===== src/include/osp_pkg.sv =====
// Purpose: shared constants and types for the oscillator source and pll select block
// Assumes: 32-bit ahb-lite register bus, one word per register
// Notes:   divider fields sit at their clock divisor register positions

package osp_pkg;

  // ----------------------------------------------------------------
  // register map
  // ----------------------------------------------------------------
  localparam logic [7:0]  CLOCK_DIVISOR_REGISTER_ADDR      = 8'h00;
  localparam logic [7:0]  FEEDBACK_ADDR    = 8'h04;
  localparam logic [7:0]  STATUS_ADDR      = 8'h08;

  // ----------------------------------------------------------------
  // field positions and reset values
  // ----------------------------------------------------------------
  localparam int          RCPOST_LSB       = 8;
  localparam int          VCOPOST_LSB      = 6;
  localparam int          PRE_LSB          = 0;
  localparam int          STAT_SRC_LSB     = 12;
  localparam int          STAT_PMODE_LSB   = 8;
  localparam int          STAT_PIN_BIT     = 4;
  localparam int          STAT_PLL_BIT     = 0;
  localparam logic [2:0]  RCPOST_RESET     = 3'h0;
  localparam logic [1:0]  VCOPOST_RESET    = 2'h1;
  localparam logic [4:0]  PRE_RESET        = 5'h00;
  localparam logic [8:0]  FEEDBACK_RESET   = 9'h000;
  localparam logic [2:0]  ERASED_SOURCE    = 3'h7;
  localparam logic [1:0]  ERASED_PMODE     = 2'h3;

  // ----------------------------------------------------------------
  // factor offsets and fixed divides
  // ----------------------------------------------------------------
  localparam logic [5:0]  PRE_OFFSET       = 6'h02;
  localparam logic [9:0]  FEEDBACK_OFFSET  = 10'h002;
  localparam logic [8:0]  RC_DIV16         = 9'h010;
  localparam logic [1:0]  FOSC_TO_FCY      = 2'h2;

  // ----------------------------------------------------------------
  // types
  // ----------------------------------------------------------------
  typedef enum logic [2:0] {
    OSP_SRC_FAST_RC     = 3'h0,
    OSP_SRC_RC_PLL      = 3'h1,
    OSP_SRC_PRIMARY     = 3'h2,
    OSP_SRC_PRIMARY_PLL = 3'h3,
    OSP_SRC_SECONDARY   = 3'h4,
    OSP_SRC_SLOW_RC     = 3'h5,
    OSP_SRC_RC_DIV16    = 3'h6,
    OSP_SRC_RC_DIVN     = 3'h7
  } osp_source_t;

  typedef enum logic [1:0] {
    OSP_PM_EXTERNAL = 2'h0,
    OSP_PM_STANDARD = 2'h1,
    OSP_PM_FAST     = 2'h2,
    OSP_PM_OFF      = 2'h3
  } osp_pmode_t;

  typedef struct packed {
    logic [2:0] rc_postscaler_field;
    logic [1:0] vco_output_postscaler_field;
    logic [4:0] vco_input_prescaler_field;
  } osp_clock_divisor_register_t;

endpackage


===== src/rtl/osp_clock_select.sv =====
// Purpose: power-on source selection, rc postscaler, pll rate model and fosc/2
// Assumes: oscillators arrive as slow asynchronous levels; each rising edge becomes a tick
// Notes:   all derived clocks are one-cycle enables on hclk
//
// The register offsets and the AHB-Lite slave port were left to the implementer.

`timescale 1ns/1ps

// Behaviour
// at reset release, source comes from 3-bit source and 2-bit primary mode straps.
// source code 111..000 selects divn rc, rc/16, slow rc, secondary, primary pll, primary, rc pll, rc.
// primary mode 10 fast crystal, 01 standard crystal, 00 external clock input.
// erased device starts in rc with programmable divide, code 111.
// oscillator or pll output divided by two gives instruction and peripheral ticks.
// instruction rate up to 50 MIPS is supported.
// rc clock divided by software postscale 1 to 256 from three-bit field.
// pll source divided by input prescale 2 to 33 from five-bit field.
// vco input multiplied by feedback factor from nine-bit field.
// vco output divided by 2, 4 or 8 from bits 7:6.
// pll output equals source times feedback over prescale times postscale.
// software keeps vco input between 0.8 and 8 MHz.
// software keeps vco output between 100 and 200 MHz.
// software keeps pll output between 12.5 and 100 MHz.
// only fast rc and primary clocks may pass the pll.
// slow rc clock supplied as watchdog and monitor reference.
// second oscillator pin function follows config bit in rc, slow rc, external modes.
// postscaler 00 div2, 01 div4 default, 11 div8, 10 reserved.
// prescaler 00000 div2 default up to 11111 div33.
// rc postscaler 000..111 divide 1,2,4,8,16,32,64,256, default 1.
module osp_clock_select (
  input  wire logic        hclk,                      // system clock, 100 MHz
  input  wire logic        hresetn,                   // async reset, active low
  input  wire logic        hsel,                      // slave select
  input  wire logic [31:0] haddr,                     // byte address
  input  wire logic [1:0]  htrans,                    // transfer type
  input  wire logic        hwrite,                    // write when high
  input  wire logic [2:0]  hsize,                     // word transfers only
  input  wire logic [31:0] hwdata,                    // write data
  input  wire logic        hready,                    // bus ready in
  output logic      [31:0] hrdata,                    // read data
  output logic             hreadyout,                 // always ready
  output logic             hresp,                     // always okay
  input  wire logic [2:0]  initial_source_select,     // strap
  input  wire logic [1:0]  primary_mode_select,       // strap
  input  wire logic        second_pin_function_bit,   // strap
  input  wire logic        fast_internal_rc,          // rc oscillator level
  input  wire logic        primary_osc,               // primary oscillator level
  input  wire logic        secondary_crystal,         // secondary oscillator level
  input  wire logic        slow_internal_rc,          // slow rc oscillator level
  output logic             osc_tick,                  // oscillator output enable
  output logic             instr_tick,                // instruction clock enable
  output logic             peripheral_time_base,      // peripheral clock enable
  output logic             wdt_ref_tick,              // slow rc reference enable
  output logic             fast_crystal_drive,        // fast crystal driver on
  output logic             standard_crystal_drive,    // standard crystal driver on
  output logic             external_clock_input,      // primary pin is a clock input
  output logic             second_pin_is_io,          // second oscillator pin as i/o
  output logic             pll_active                 // pll in the clock path
);

  // ----------------------------------------------------------------
  // input synchronisers and edge ticks
  // ----------------------------------------------------------------
  logic [3:0] osc_meta;
  logic [3:0] osc_sync;
  logic [3:0] osc_last;
  wire  [3:0] osc_raw  = {slow_internal_rc, secondary_crystal, primary_osc, fast_internal_rc};
  wire  [3:0] osc_rise = osc_sync & ~osc_last;
  wire        rc_tick   = osc_rise[0];
  wire        prim_tick = osc_rise[1];
  wire        sec_tick  = osc_rise[2];
  wire        slow_tick = osc_rise[3];

  always_ff @(posedge hclk or negedge hresetn) begin
    if (!hresetn) begin
      osc_meta <= 4'h0;
      osc_sync <= 4'h0;
      osc_last <= 4'h0;
    end else begin
      osc_meta <= osc_raw;
      osc_sync <= osc_meta;
      osc_last <= osc_sync;
    end
  end

  // ----------------------------------------------------------------
  // power-on strap capture
  // ----------------------------------------------------------------
  logic        straps_taken;
  osp_pkg::osp_source_t cur_source;
  logic [1:0]  cur_pmode;
  logic        pin_fn;

  always_ff @(posedge hclk or negedge hresetn) begin
    if (!hresetn) begin
      straps_taken <= 1'b0;
      cur_source   <= osp_pkg::osp_source_t'(osp_pkg::ERASED_SOURCE);
      cur_pmode    <= osp_pkg::ERASED_PMODE;
      pin_fn       <= 1'b0;
    end else if (!straps_taken) begin
      straps_taken <= 1'b1;
      cur_source   <= osp_pkg::osp_source_t'(initial_source_select);
      cur_pmode    <= primary_mode_select;
      pin_fn       <= second_pin_function_bit;
    end
  end

  // ----------------------------------------------------------------
  // ahb-lite slave
  // ----------------------------------------------------------------
  osp_pkg::osp_clock_divisor_register_t clock_divisor_register;
  osp_pkg::osp_clock_divisor_register_t next_clock_divisor_register;
  logic [8:0]  feedback;
  logic [8:0]  next_feedback;
  logic        wr_pend;
  logic [7:0]  wr_addr;
  logic [31:0] status_word;
  logic [31:0] next_rdata;

  wire        addr_ok   = hsel && htrans[1] && hready;
  wire        wr_clock_divisor_register = wr_pend && (wr_addr == osp_pkg::CLOCK_DIVISOR_REGISTER_ADDR);
  wire        wr_fbk    = wr_pend && (wr_addr == osp_pkg::FEEDBACK_ADDR);
  wire [7:0]  rd_addr   = haddr[7:0];

  assign hreadyout = 1'b1;
  assign hresp     = 1'b0;

  assign next_clock_divisor_register   = wr_clock_divisor_register ? osp_pkg::osp_clock_divisor_register_t'({hwdata[10:8], hwdata[7:6],
                                                             hwdata[4:0]}) : clock_divisor_register;
  assign next_feedback = wr_fbk ? hwdata[8:0] : feedback;

  assign status_word = ({29'h0, cur_source} << osp_pkg::STAT_SRC_LSB)
                     | ({30'h0, cur_pmode} << osp_pkg::STAT_PMODE_LSB)
                     | ({31'h0, second_pin_is_io} << osp_pkg::STAT_PIN_BIT)
                     | ({31'h0, pll_active} << osp_pkg::STAT_PLL_BIT);

  always_comb begin
    next_rdata = 32'h0;
    case (rd_addr)
      osp_pkg::CLOCK_DIVISOR_REGISTER_ADDR: begin
        next_rdata = ({29'h0, next_clock_divisor_register.rc_postscaler_field} << osp_pkg::RCPOST_LSB)
                   | ({30'h0, next_clock_divisor_register.vco_output_postscaler_field} << osp_pkg::VCOPOST_LSB)
                   | ({27'h0, next_clock_divisor_register.vco_input_prescaler_field} << osp_pkg::PRE_LSB);
      end
      osp_pkg::FEEDBACK_ADDR: begin
        next_rdata = {23'h0, next_feedback};
      end
      osp_pkg::STATUS_ADDR: begin
        next_rdata = status_word;
      end
      default: begin
        next_rdata = 32'h0;
      end
    endcase
  end

  always_ff @(posedge hclk or negedge hresetn) begin
    if (!hresetn) begin
      wr_pend  <= 1'b0;
      wr_addr  <= 8'h00;
      hrdata   <= 32'h0;
      clock_divisor_register   <= '{osp_pkg::RCPOST_RESET, osp_pkg::VCOPOST_RESET, osp_pkg::PRE_RESET};
      feedback <= osp_pkg::FEEDBACK_RESET;
    end else begin
      wr_pend  <= addr_ok && hwrite;
      wr_addr  <= haddr[7:0];
      clock_divisor_register   <= next_clock_divisor_register;
      feedback <= next_feedback;
      if (addr_ok && !hwrite) begin
        hrdata <= next_rdata;
      end
    end
  end

  // ----------------------------------------------------------------
  // source decode
  // ----------------------------------------------------------------
  wire src_primary = (cur_source == osp_pkg::OSP_SRC_PRIMARY)
                   || (cur_source == osp_pkg::OSP_SRC_PRIMARY_PLL);
  wire src_pll     = (cur_source == osp_pkg::OSP_SRC_PRIMARY_PLL)
                   || (cur_source == osp_pkg::OSP_SRC_RC_PLL);
  wire src_rc      = (cur_source == osp_pkg::OSP_SRC_FAST_RC)
                   || (cur_source == osp_pkg::OSP_SRC_RC_PLL)
                   || (cur_source == osp_pkg::OSP_SRC_RC_DIV16)
                   || (cur_source == osp_pkg::OSP_SRC_RC_DIVN);

  assign fast_crystal_drive     = src_primary && (cur_pmode == osp_pkg::OSP_PM_FAST);
  assign standard_crystal_drive = src_primary && (cur_pmode == osp_pkg::OSP_PM_STANDARD);
  assign external_clock_input   = src_primary && (cur_pmode == osp_pkg::OSP_PM_EXTERNAL);
  assign pll_active             = src_pll;
  assign second_pin_is_io       = pin_fn && (src_rc || (cur_source == osp_pkg::OSP_SRC_SLOW_RC)
                                  || external_clock_input);
  assign wdt_ref_tick           = slow_tick;

  // ----------------------------------------------------------------
  // rc postscaler
  // ----------------------------------------------------------------
  logic [8:0] rc_factor;
  logic [8:0] rc_cnt;

  always_comb begin
    rc_factor = 9'h001;
    case (clock_divisor_register.rc_postscaler_field)
      3'h0:    rc_factor = 9'h001;
      3'h1:    rc_factor = 9'h002;
      3'h2:    rc_factor = 9'h004;
      3'h3:    rc_factor = 9'h008;
      3'h4:    rc_factor = 9'h010;
      3'h5:    rc_factor = 9'h020;
      3'h6:    rc_factor = 9'h040;
      default: rc_factor = 9'h100;
    endcase
    if (cur_source == osp_pkg::OSP_SRC_RC_DIV16) begin
      rc_factor = osp_pkg::RC_DIV16;
    end
  end

  wire rc_div_tick = rc_tick && (rc_cnt >= rc_factor - 9'h001);

  always_ff @(posedge hclk or negedge hresetn) begin
    if (!hresetn) begin
      rc_cnt <= 9'h000;
    end else if (rc_tick) begin
      rc_cnt <= rc_div_tick ? 9'h000 : rc_cnt + 9'h001;
    end
  end

  // ----------------------------------------------------------------
  // pll rate model: fout = fin * m / (n1 * n2)
  // ----------------------------------------------------------------
  logic [3:0]  post_factor;
  logic [11:0] pll_acc;

  always_comb begin
    post_factor = 4'h4;
    case (clock_divisor_register.vco_output_postscaler_field)
      2'h0:    post_factor = 4'h2;
      2'h1:    post_factor = 4'h4;
      2'h3:    post_factor = 4'h8;
      default: post_factor = 4'h4;
    endcase
  end

  wire [5:0]  pre_factor = {1'b0, clock_divisor_register.vco_input_prescaler_field}
                         + osp_pkg::PRE_OFFSET;
  wire [9:0]  fb_factor  = {1'b0, feedback} + osp_pkg::FEEDBACK_OFFSET;
  wire [11:0] div_prod   = {6'h00, pre_factor} * {8'h00, post_factor};
  wire        pll_in     = (cur_source == osp_pkg::OSP_SRC_RC_PLL) ? rc_tick : prim_tick;
  wire        pll_tick   = (pll_acc >= div_prod);
  wire        acc_room   = (pll_acc < 12'hc00);
  wire [11:0] acc_add    = (pll_in && acc_room) ? {2'h0, fb_factor} : 12'h000;
  wire [11:0] acc_sub    = pll_tick ? div_prod : 12'h000;

  always_ff @(posedge hclk or negedge hresetn) begin
    if (!hresetn) begin
      pll_acc <= 12'h000;
    end else if (!src_pll) begin
      pll_acc <= 12'h000;
    end else begin
      pll_acc <= pll_acc + acc_add - acc_sub;
    end
  end

  // ----------------------------------------------------------------
  // oscillator select and fosc/2
  // ----------------------------------------------------------------
  logic next_osc;
  logic half_phase;

  always_comb begin
    next_osc = 1'b0;
    case (cur_source)
      osp_pkg::OSP_SRC_FAST_RC:     next_osc = rc_tick;
      osp_pkg::OSP_SRC_RC_PLL:      next_osc = pll_tick;
      osp_pkg::OSP_SRC_PRIMARY:     next_osc = prim_tick;
      osp_pkg::OSP_SRC_PRIMARY_PLL: next_osc = pll_tick;
      osp_pkg::OSP_SRC_SECONDARY:   next_osc = sec_tick;
      osp_pkg::OSP_SRC_SLOW_RC:     next_osc = slow_tick;
      osp_pkg::OSP_SRC_RC_DIV16:    next_osc = rc_div_tick;
      osp_pkg::OSP_SRC_RC_DIVN:     next_osc = rc_div_tick;
      default:             next_osc = rc_tick;
    endcase
  end

  // one instruction tick per two oscillator ticks, at most hclk/2 = 50 MIPS
  always_ff @(posedge hclk or negedge hresetn) begin
    if (!hresetn) begin
      osc_tick             <= 1'b0;
      half_phase           <= 1'b0;
      instr_tick           <= 1'b0;
      peripheral_time_base <= 1'b0;
    end else begin
      osc_tick             <= next_osc;
      if (next_osc) begin
        half_phase <= half_phase + 1'b1;
      end
      instr_tick           <= next_osc && half_phase;
      peripheral_time_base <= next_osc && half_phase;
    end
  end

endmodule


===== config.mk =====
export PLATFORM = sky130hd
export DESIGN_NAME = osp_clock_select
export DESIGN_NICKNAME = d
export VERILOG_FILES = /design/src/include/osp_pkg.sv /design/src/rtl/osp_clock_select.sv
export SDC_FILE = /design/constraint.sdc
export NUM_CORES = 1
export LEC_CHECK = 0
export BUFFER_PORTS_ARGS = -buffer_cell sky130_fd_sc_hd__buf_2
export CORE_ASPECT_RATIO = 0.5
export CORE_UTILIZATION = 35
export CTS_CLUSTER_DIAMETER = 120
export DETAILED_ROUTE_END_ITERATION = 12
export GPL_TIMING_DRIVEN = 1
export PLACE_DENSITY = 0.58
export SYNTH_ARGS = -nofsm -noshare
export SYNTH_HDL_FRONTEND = slang
export SYNTH_SLANG_ARGS = --single-unit

===== constraint.sdc =====
create_clock -name hclk -period 13.35 [get_ports hclk]
set_input_delay 0.6675 -clock hclk [delete_from_list [all_inputs] [get_ports hclk]]
set_output_delay 0.6675 -clock hclk [all_outputs]
set_load 0.01 [all_outputs]

* Yosys cells after proc, flatten, opt, wreduce, memory -nomap -nowiden
Cells that the tools add are included. W data, S select, Z words.
Cells by class: multipliers 1, magnitude comparators 3, bitwise gates (word level) 7, eq/ne operators 19, add/sub/neg operators 7, reduce and logical (&&, ||, !) cells 29, muxes and demuxes 12
Operators with widths (number):
- $pmux W32 S3 | 1
- $pmux W9 S7 | 1
- $mux W10 | 3
- $mux W9 | 3
- $eq A3 B3 Y1 const B | 7
- $eq A8 B3 Y1 const B | 2
- $logic_not A8 Y1 | 2
- $or A15 B1 Y15 | 1
- $or A15 B10 Y15 | 1
- $or A15 B5 Y15 | 1
- $logic_and A1 B1 Y1 | 13
- $add A12 B10 Y12 | 1
- $eq A3 B2 Y1 const B | 4
- $ge A12 B10 Y1 | 1
- $lt A12 B12 Y1 const B | 1
- $mux W12 | 1
- $sub A12 B10 Y12 | 1
- $or A11 B5 Y11 | 1
- $or A11 B8 Y11 | 1
- $add A9 B2 Y10 const B | 1
- $mul A6 B4 Y10 | 1
- $add A9 B1 Y9 const B | 1
- $ge A9 B9 Y1 | 1
- $sub A9 B1 Y9 const B | 1
- other kinds (16) | 27
Word-level totals: register bits 103, output and inout bits 43, word-level logic and storage cells 97

* Depth between registers and ports, before layout
Gate-level depths: netlist (run 1).
depth after elaboration 10, depth in mapped cells 26, gate-level depth less buffers 26

* Least setup slack after synthesis (run 1)
Ideal clock, no wire load.
path type register to register, start point register clock_divisor_register[5] (netlist bit), end point register pll_acc[11], library setup time 0.079 ns, setup slack 6.959 ns, stages on the path, launching flop included 24, path buffers 0, arrival 6.311 ns, cells stage by stage dfstp_2 -> inv_1 -> ha_1 -> and2_1 -> fa_1 -> ha_1 -> ha_1 -> a21o_1 -> a21oi_1 -> o21bai_1 -> a21oi_1 -> xor2_1 -> ha_1 -> nand3_1 -> a2111oi_0 -> nor2_1 -> nor2_1 -> fa_1 -> inv_1 -> ha_1 -> a2111oi_0 -> nor3_1 -> o32ai_1 -> mux2i_1
On the way: word-level cells in the longest chain between the ends 7, elaborated cells between the ends (all ways) 8
RTL lines:
- start: declaration | RTL line osp_clock_select.sv:111 | osp_pkg::osp_clock_divisor_register_t clock_divisor_register;
- start signal: assignment | RTL line osp_clock_select.sv:162 | clock_divisor_register <= '{osp_pkg::RCPOST_RESET, osp_pkg::VCOPOST_RESET, osp_pkg::PRE_RESET};
- start signal: assignment | RTL line osp_clock_select.sv:167 | clock_divisor_register <= next_clock_divisor_register;
- $eq A2 B2 Y1 / $logic_not A2 Y1 (equally long branches) | RTL line osp_clock_select.sv:236 | case (clock_divisor_register.vco_output_postscaler_field)
- $pmux W4 S2 * | RTL line osp_clock_select.sv:236
- $mul A6 B4 Y10 * | RTL line osp_clock_select.sv:247 | wire [11:0] div_prod = {6'h00, pre_factor} * {8'h00, post_factor};
- $ge A12 B10 Y1 | RTL line osp_clock_select.sv:249 | wire pll_tick = (pll_acc >= div_prod);
- $mux W10 * | RTL line osp_clock_select.sv:252 | wire [11:0] acc_sub = pll_tick ? div_prod : 12'h000;
- $sub A12 B10 Y12 * | RTL line osp_clock_select.sv:260 | pll_acc <= pll_acc + acc_add - acc_sub;
- $mux W12 * | RTL line osp_clock_select.sv:257 | end else if (!src_pll) begin
- end signal: assignment | RTL line osp_clock_select.sv:260
- end: declaration | RTL line osp_clock_select.sv:232 | logic [11:0] pll_acc;
Mark *: on every way between the ends. The rest lies on a longest branch, timed or not. A chain may end at the register's enable or synchronous reset.

* Worst setup path in the final report (run 1)
start point register clock_divisor_register[5] (netlist bit), end point register pll_acc[9]
The elaborated chain is that of the path after synthesis.

==> results of run 1 <==
power by group through the flow:
stage	Clock [mW]	Combinational, mW	Sequential (mW)
finish	0.273	0.295	0.303
global route	0.290	0.334	0.307
CTS	0.279	0.296	0.303
detailed placement	0	0.295	0.308
global placement	0	0.289	0.307
floorplan	0	0.229	0.301
cells in the final DEF, fill, tap and decap left out, types with 5 or more instances in the layout:
cell,count
dfrtp_1,79
buf_2,56
inv_1,51
ha_1,51
nand2_1,37
nor2_1,37
o21ai_0,22
conb_1,21
mux2_2,19
nor2b_1,17
a22o_1,17
nand3_1,16
and2_1,15
fa_1,14
a21oi_1,13
nor3_1,12
nand2b_1,11
xor2_1,10
clkbuf_16,9
mux2i_1,8
and3_1,7
xnor2_1,7
or3_1,6
or2_2,6
dfstp_2,6
mux2_4,5
a32o_1,5
worst reg2reg max path, stage by stage, from the launching register on:
cell and delay, ns:
dfstp_2 0.55, inv_1 0.05, ha_1 0.36, and2_1 0.18
fa_1 0.46, ha_1 0.33, ha_1 0.29, a21o_1 0.17
a21oi_1 0.22, o21bai_1 0.09, a21oi_1 0.35, xor2_1 0.20
ha_1 0.26, a21oi_1 0.13, o221ai_1 0.24, nor2_1 0.55
nor2_1 0.13, fa_1 0.53, inv_1 0.05, ha_1 0.34
a2111oi_0 0.71, nor3_1 0.23, o32ai_1 0.38, mux2i_1 0.27
final timing paths:
kind                                            from          end  slack, ns  cells past startpoint
hold / removal                               hresetn    rc_cnt[2]       0.23                      1
hold reg to reg                          osc_meta[1]  osc_sync[1]       0.34                      0
min in group hclk                        osc_meta[1]  osc_sync[1]       0.34                      0
max in group asynchronous                    hresetn   wr_addr[7]      12.05                      2
setup / recovery           clock_divisor_register[5]   pll_acc[9]       6.20                     23
setup reg to reg           clock_divisor_register[5]   pll_acc[9]       6.20                     23
sequential cells by signal, indices dropped and copies added (netlist names):
name,count
feedback,9
osc_last,4
cur_pmode,2
peripheral_time_base,1
osc_tick,1
osc_meta,4
wr_pend,1
straps_taken,1
pll_acc,12
hrdata,14
clock_divisor_register,10
pin_fn,1
osc_sync,4
cur_source,3
rc_cnt,9
half_phase,1
wr_addr,8
logic make-up after synthesis:
group	count (synthesis)
AO/OA/AOI/OAI	88
XOR/XNOR	17
adder cells (fa/ha/maj)	65
buffers and inverters	89
flip-flops	85
multiplexers	32
other	2
AND/OR/NAND/NOR	186
per-layer routing:
metal / wire length [µm] / GRT usage, % / share of wire (%) / vias to the layer above
li1: - / - / - / 2013
met1: 5960 / 20.3 / 51 / 2006
met2: 5520 / 24.0 / 47 / 57
met3: 255 / 2.62 / 2.2 / 4
met4: 61 / 3.39 / 0.52 / 0
met5: 0 / 0 / 0 / -
area by class of cell:
cell class / count / share of cell area, %
clock buffers: 11 / 3.82
clock inverters: 5 / 1.32
inverters: 52 / 3.08
multi-input cells: 409 / 49.4
flip-flops and latches: 85 / 33.6
well taps: 204 / 4.02
repair buffers: 59 / 4.77
==> results by group, run 1 <==
Yosys
  – Adder-cell share of the synthesized area: about 16%
  – Xor and xnor area share after synthesis: 2.64%
  – Post-synthesis cell area: 0.00564 mm²
  – Simple-Gate Fraction of Synth Area: 17.4%
  – Share of flip-flops with an asynchronous set or reset: 100%
  – Most used DFF post-synth: dfrtp_1
  – Mux contribution to synthesized area: about 6.5%
  – Synth Area in Compound Gates: around 11%
  – Number of enable flip-flop cells after synthesis: 0
  – Ys Warns: 0
  – Dominant cell type by area after synthesis: dfrtp_1
  – Post-synth cell types: 63
  – Top-count cell post-synth: dfrtp_1
  – Combinational family with the most area after synthesis: simple AND/OR/NAND/NOR gates
  – Commonest cells in the netlist: dfrtp_1 (79), ha_1 (51), inv_1 (51)
  – Post-synthesis sequential area ratio: 37.9%
  – Yosys top cell area share: a little over a third
  – Synth Area per Inst: 10.0 µm²
  – Mapped Cells: 564
  – Yosys reg bits: 85
  – Largest cells by area after synthesis: dfrtp_1 (35%), ha_1 (11%), fa_1 (5.0%)

Clock network
  – # hold bufs at CTS: 0
  – Reg clk slew, reported paths: 0.06 ns
  – # Post-CTS Setup Buffers: 0
  – Resize count post-CTS: 0
  – Sinks on the clock net: 85
  – Clock latency on the worst-skew pair: 0.33 ns
  – H-tree depth: 3
  – Clk buf depth: 2
  – TritonCTS clock tree: built
  – Total CTS buffers: 9
  – Root Driver: clkbuf_16

Worst setup path
  – Slowest stage cell, crit path: a2111oi_0
  – Startpoint Class: flop
  – Most Frequent Cell on Critical Path: ha_1
  – CP Capture Type: flop
  – Critical path, cell by cell: inv_1 -> ha_1 -> and2_1 -> fa_1 -> ha_1 -> ha_1 -> a21o_1 -> a21oi_1 -> o21bai_1 -> a21oi_1 -> xor2_1 -> ha_1 -> a21oi_1 -> o221ai_1 -> nor2_1 -> nor2_1 -> fa_1 -> inv_1 -> ha_1 -> a2111oi_0 -> nor3_1 -> o32ai_1 -> mux2i_1
  – CP Max Fanout: 8
  – WP data required: 13.59 ns
  – CP top delay family: adder cells
  – Critical path arrival: 7.39 ns
  – CP Class: flop to flop
  – Critical path's largest stage delay: 0.71 ns
  – Buf+Inv Stages, Crit Path: 2

Min path
  – Hold crit path type: primary input to asynchronous set/reset pin

GRT
  – Gr usage total: 14.7%
  – Gr ovfl total: 0
  – First-pass GRT wire length: between 15000 and 20000 µm
  – Number of global-route vias before repair: ~3900
  – Largest net degree at the start of global routing: 61
  – Initial antenna violation count: 0

STA
  – Worst-Margin Slew: a little under 0.9 ns
  – Max-slew violation count: 0
  – Fmax: 140 MHz
  – Crit share post-route: around 54%
  – Hold slack: 0.226 ns
  – Clock Skew: 0.00636 ns
  – Final Hold Viols: 0
  – Slew headroom: 41.5%
  – Worst setup margin: 6.20 ns
  – Final Critical Period: between 7 and 8 ns
  – Setup_tns: 0 ns
  – RSZ-0062 raised after global routing: false
  – Final setup vio count: 0

Finish
  – Layout area overhead: 12.6%
  – Final instance area: 0.00635 mm²
  – Antenna Diode Count: 0
  – Layout cell share with drive strength beyond 1: a little under a fifth
  – Fillers: 1514
  – Final core area utilization: 40.8%
  – Reg area: ~0.0021 mm²
  – Area occupied by multi-input gates: 0.00313 mm²
  – Fin cells: 825
  – Layout net count: between 700 and 800

Power
  – Flop pwr share: roughly a third
  – Total power: approximately 870 µW
  – IR drop worst, VDD: 0.0815 mV
  – Sw Share: approximately a third
  – Internal power: between 500 and 600 µW
  – Net Switching: approximately 290 µW
  – Static leakage: 3.17 nW
  – Clock Power Share: 31.3%
  – Combinational group share of total power: 33.9%
  – PwrDens: about 140 mW/mm²

Placement
  – DP HPWL: 9190 µm
  – GPL Wtd Cong: 0.810
  – Port Buffers: 57
  – Place WS: 6.21 ns
  – Dpl cell area: 0.00602 mm²
  – # placed instances: 809

Detailed routing
  – Vias per cell: 4.95
  – TritonRoute pass-1 iters: 5
  – DR iter-0 viols: 257
  – Vias: 4080
  – Wire length per cell: 14.3 µm
  – Post-DRT Antenna Nets: 0
  – DRC Markers: 0
  – WL final: about 12000 µm

Floorplan
  – # rows: 32
  – Die Ht: between 90 and 100 µm
  – Die Wd: around 180 µm
  – Initial Util: between 30% and 40%
  – Core ar.: about 0.016 mm²
  – Die area: 0.0167 mm²
  – Ports: 127

Flow run
  – Max Cap Violations: 0

Outcome
  – Status: complete, no violations
No activity file was read; power rests on OpenSTA's default activity.
==> run 2, diff against run 1 <==
--- a/config.mk
+++ b/config.mk
@@ -11,7 +11,7 @@
 export CTS_CLUSTER_DIAMETER = 120
 export DETAILED_ROUTE_END_ITERATION = 12
 export GPL_TIMING_DRIVEN = 1
-export PLACE_DENSITY = 0.58
+export PLACE_DENSITY = 0.6
 export SYNTH_ARGS = -nofsm -noshare
 export SYNTH_HDL_FRONTEND = slang
 export SYNTH_SLANG_ARGS = --single-unit
==> constraint.sdc (replaced) <==
create_clock -name hclk -period 6.25 [get_ports hclk]
set_input_delay 0.3125 -clock hclk [delete_from_list [all_inputs] [get_ports hclk]]
set_output_delay 0.3125 -clock hclk [all_outputs]
set_load 0.01 [all_outputs]
==> run 2 against run 1 <==
- highest routed layer unchanged
- global-route usage up 0.73 points
- non-clock buffer count is 22 higher
- worst hold slack got worse by 0.16 ns
- fmax is 20% higher
==> results by group, run 2 (synthesis gave the netlist of run 1 again) <==
Detailed routing
  – TritonRoute pass-1 iters: 4 (-1)
  – DR iter-0 viols: 203 (-21%)
  – Post-DRT Antenna Nets: 0 (unchanged)
  – Wire length per cell: 14.2 µm (-0.57%)
  – WL final: 12000 µm (+2.1%)
  – Vias per cell: 4.90 (-0.85%)
  – DRC Markers: 0 (unchanged)
  – Vias: 4153 (+1.8%)

Finish
  – Largest register by flop count: hrdata
  – Most frequent cells in the layout: dfrtp_1 (79), buf_2 (56), inv_1 (51)
  – Number of flip-flops in the largest register: 14 (unchanged)
  – Biggest regs: hrdata (14), pll_acc (12), clock_divisor_register (10)
  – Antenna Diode Count: 0 (unchanged)
  – Layout net count: 787 (+2.9%)
  – Leading cell type in the layout, fill and taps excluded: dfrtp_1
  – Final instance area: 0.00661 mm² (+4.2%)
  – Layout area overhead: 17.3%
  – Layout cell share with drive strength beyond 1: 23.8% (+5.1 points)

GRT
  – Largest net degree at the start of global routing: 61 (unchanged)
  – First-pass GRT wire length: 20400 µm (+4.6%)
  – Number of global-route vias before repair: 4099 (+4.2%)
  – Gr ovfl total: 0 (unchanged)
  – Gr usage total: 15.4% (+0.73 points)
  – Initial antenna violation count: 0 (unchanged)

Clock network
  – Clock latency on the worst-skew pair: 0.34 ns (about the same)
  – Total CTS buffers: 9 (unchanged)
  – Clk buf depth: 2 (unchanged)
  – TritonCTS clock tree: built
  – Sinks on the clock net: 85 (unchanged)
  – Reg clk slew, reported paths: 0.07 ns (about the same)
  – H-tree depth: 3 (unchanged)
  – Root Driver: clkbuf_16

Worst setup path
  – Slowest stage cell, crit path: dfstp_2
  – Buf+Inv Stages, Crit Path: 4 (+2)
  – Startpoint Class: flop
  – WP data required: 6.51 ns (-7.08 ns)
  – CP top delay family: adder cells
  – CP Class: flop to flop
  – Most Frequent Cell on Critical Path: ha_1
  – CP Capture Type: flop
  – Critical path arrival: 6.22 ns (-1.17 ns)
  – CP Max Fanout: 6 (-2)
  – Critical path's largest stage delay: 0.53 ns (-0.18 ns)

Power
  – Internal power: 1.33 mW (+130%)
  – Net Switching: 685 µW (+130%)
  – IR drop worst, VDD: 0.142 mV (+74%)
  – Sw Share: 34.0% (+0.29 points)
  – Flop pwr share: 32.1% (-2.7 points)
  – PwrDens: 305 mW/mm² (+120%)
  – Clock Power Share: 29.4% (-1.9 points)
  – Total power: 2.02 mW (+130%)
  – Static leakage: 3.29 nW (+3.8%)
  – Combinational group share of total power: 38.4% (+4.5 points)

Floorplan
  – Core ar.: 0.0156 mm² (unchanged)
  – Initial Util: 36.2% (unchanged)
  – Ports: 127 (unchanged)
  – Die Ht: 91.7 µm (unchanged)
  – # rows: 32 (unchanged)
  – Die area: 0.0167 mm² (unchanged)
  – Die Wd: 181 µm (unchanged)

STA
  – Worst-Margin Slew: 0.959 ns (+0.0865 ns)
  – Final Hold Viols: 0 (unchanged)
  – Slew headroom: 35.7% (-5.8 points)
  – Max-slew violation count: 0 (unchanged)
  – Final setup vio count: 0 (unchanged)
  – Clock Skew: 0.00603 ns (-0.000331 ns)
  – Final Critical Period: 5.96 ns (-1.19 ns)
  – Worst setup margin: 0.293 ns (-5.91 ns)
  – Crit share post-route: 95.3% (+42 points)
  – Fmax: 168 MHz (+20%)

Flow run
  – Max Cap Violations: 0 (unchanged)

Placement
  – Place WS: -0.105 ns (-6.32 ns)
  – GPL Wtd Cong: 0.836 (+3.3%)
  – DP HPWL: 9360 µm (+1.8%)
  – Dpl cell area: 0.00618 mm² (+2.6%)
  – Port Buffers: 57 (unchanged)

Outcome
  – Status: complete, no violations

Min path
  – Hold crit path type: primary input to flop
## run 2: path summary, 6_finish.rpt
| check | start | to | slack [ns] | depth (start not counted) |
|---|---|---|---|---|
| max reg2reg | clock_divisor_register[5] | pll_acc[11] | 0.29 | 25 |
| min reg2reg | osc_meta[1] | osc_sync[1] | 0.35 | 0 |
| max in group asynchronous | hresetn | wr_addr[0] | 4.76 | 3 |
| min | slow_internal_rc | osc_meta[3] | 0.07 | 1 |
| min in group asynchronous | hresetn | rc_cnt[2] | 0.41 | 2 |
| max | clock_divisor_register[5] | pll_acc[11] | 0.29 | 25 |
## run 2: per-stage QoR
step	hold WS, ns	util [%]	TNS (ns)	std cells
floorplan	0.0169	-	0	583
global placement	0.232	39.7	-0.126	830
detailed placement	0.236	39.7	-0.176	830
CTS	0.0568	41.9	0	847
global route	0.0510	42.5	-0.0120	847
finish	0.0700	42.5	0	847
## run 2: power by group through the flow
| stage | clock network (mW) | registers, mW | logic [mW] |
|---|---|---|---|
| final | 0.594 | 0.648 | 0.775 |
| after global routing | 0.629 | 0.656 | 0.872 |
| after CTS | 0.608 | 0.648 | 0.716 |
| after detailed placement | 0 | 0.658 | 0.705 |
| after global placement | 0 | 0.655 | 0.693 |
| after floorplan | 0 | 0.644 | 0.491 |
## run 2: what timing repair did
| action | in CTS | in global routing |
|---|---|---|
| setup buffers | 0 | 0 |
| hold buffers | 1 | 0 |
| gates cloned | 0 | 0 |
| endpoints found under the setup margin | 3 | 5 |
| resized for setup | 2 | 19 |
| endpoints found under the hold margin | 20 | 0 |
| pin swaps | 2 | 3 |
## run 2: layout make-up
class	instances	area (µm²)
Clock buffer	10	239
Clock inverter	6	92.6
Fill cell	1495	8960
Inverter	52	195
Multi-Input combinational cell	409	3230
Sequential cell	85	2130
Tap cell	204	255
Timing Repair Buffer	81	470
## run 2: layer usage
| layer | wire [µm] | vias to the layer above | global-route usage (%) |
|---|---|---|---|
| li1 | - | 2066 | - |
| met1 | 5850 | 2007 | 21.4 |
| met2 | 5680 | 71 | 24.9 |
| met3 | 412 | 9 | 3.10 |
| met4 | 101 | 0 | 3.39 |
| met5 | 0 | - | 0 |
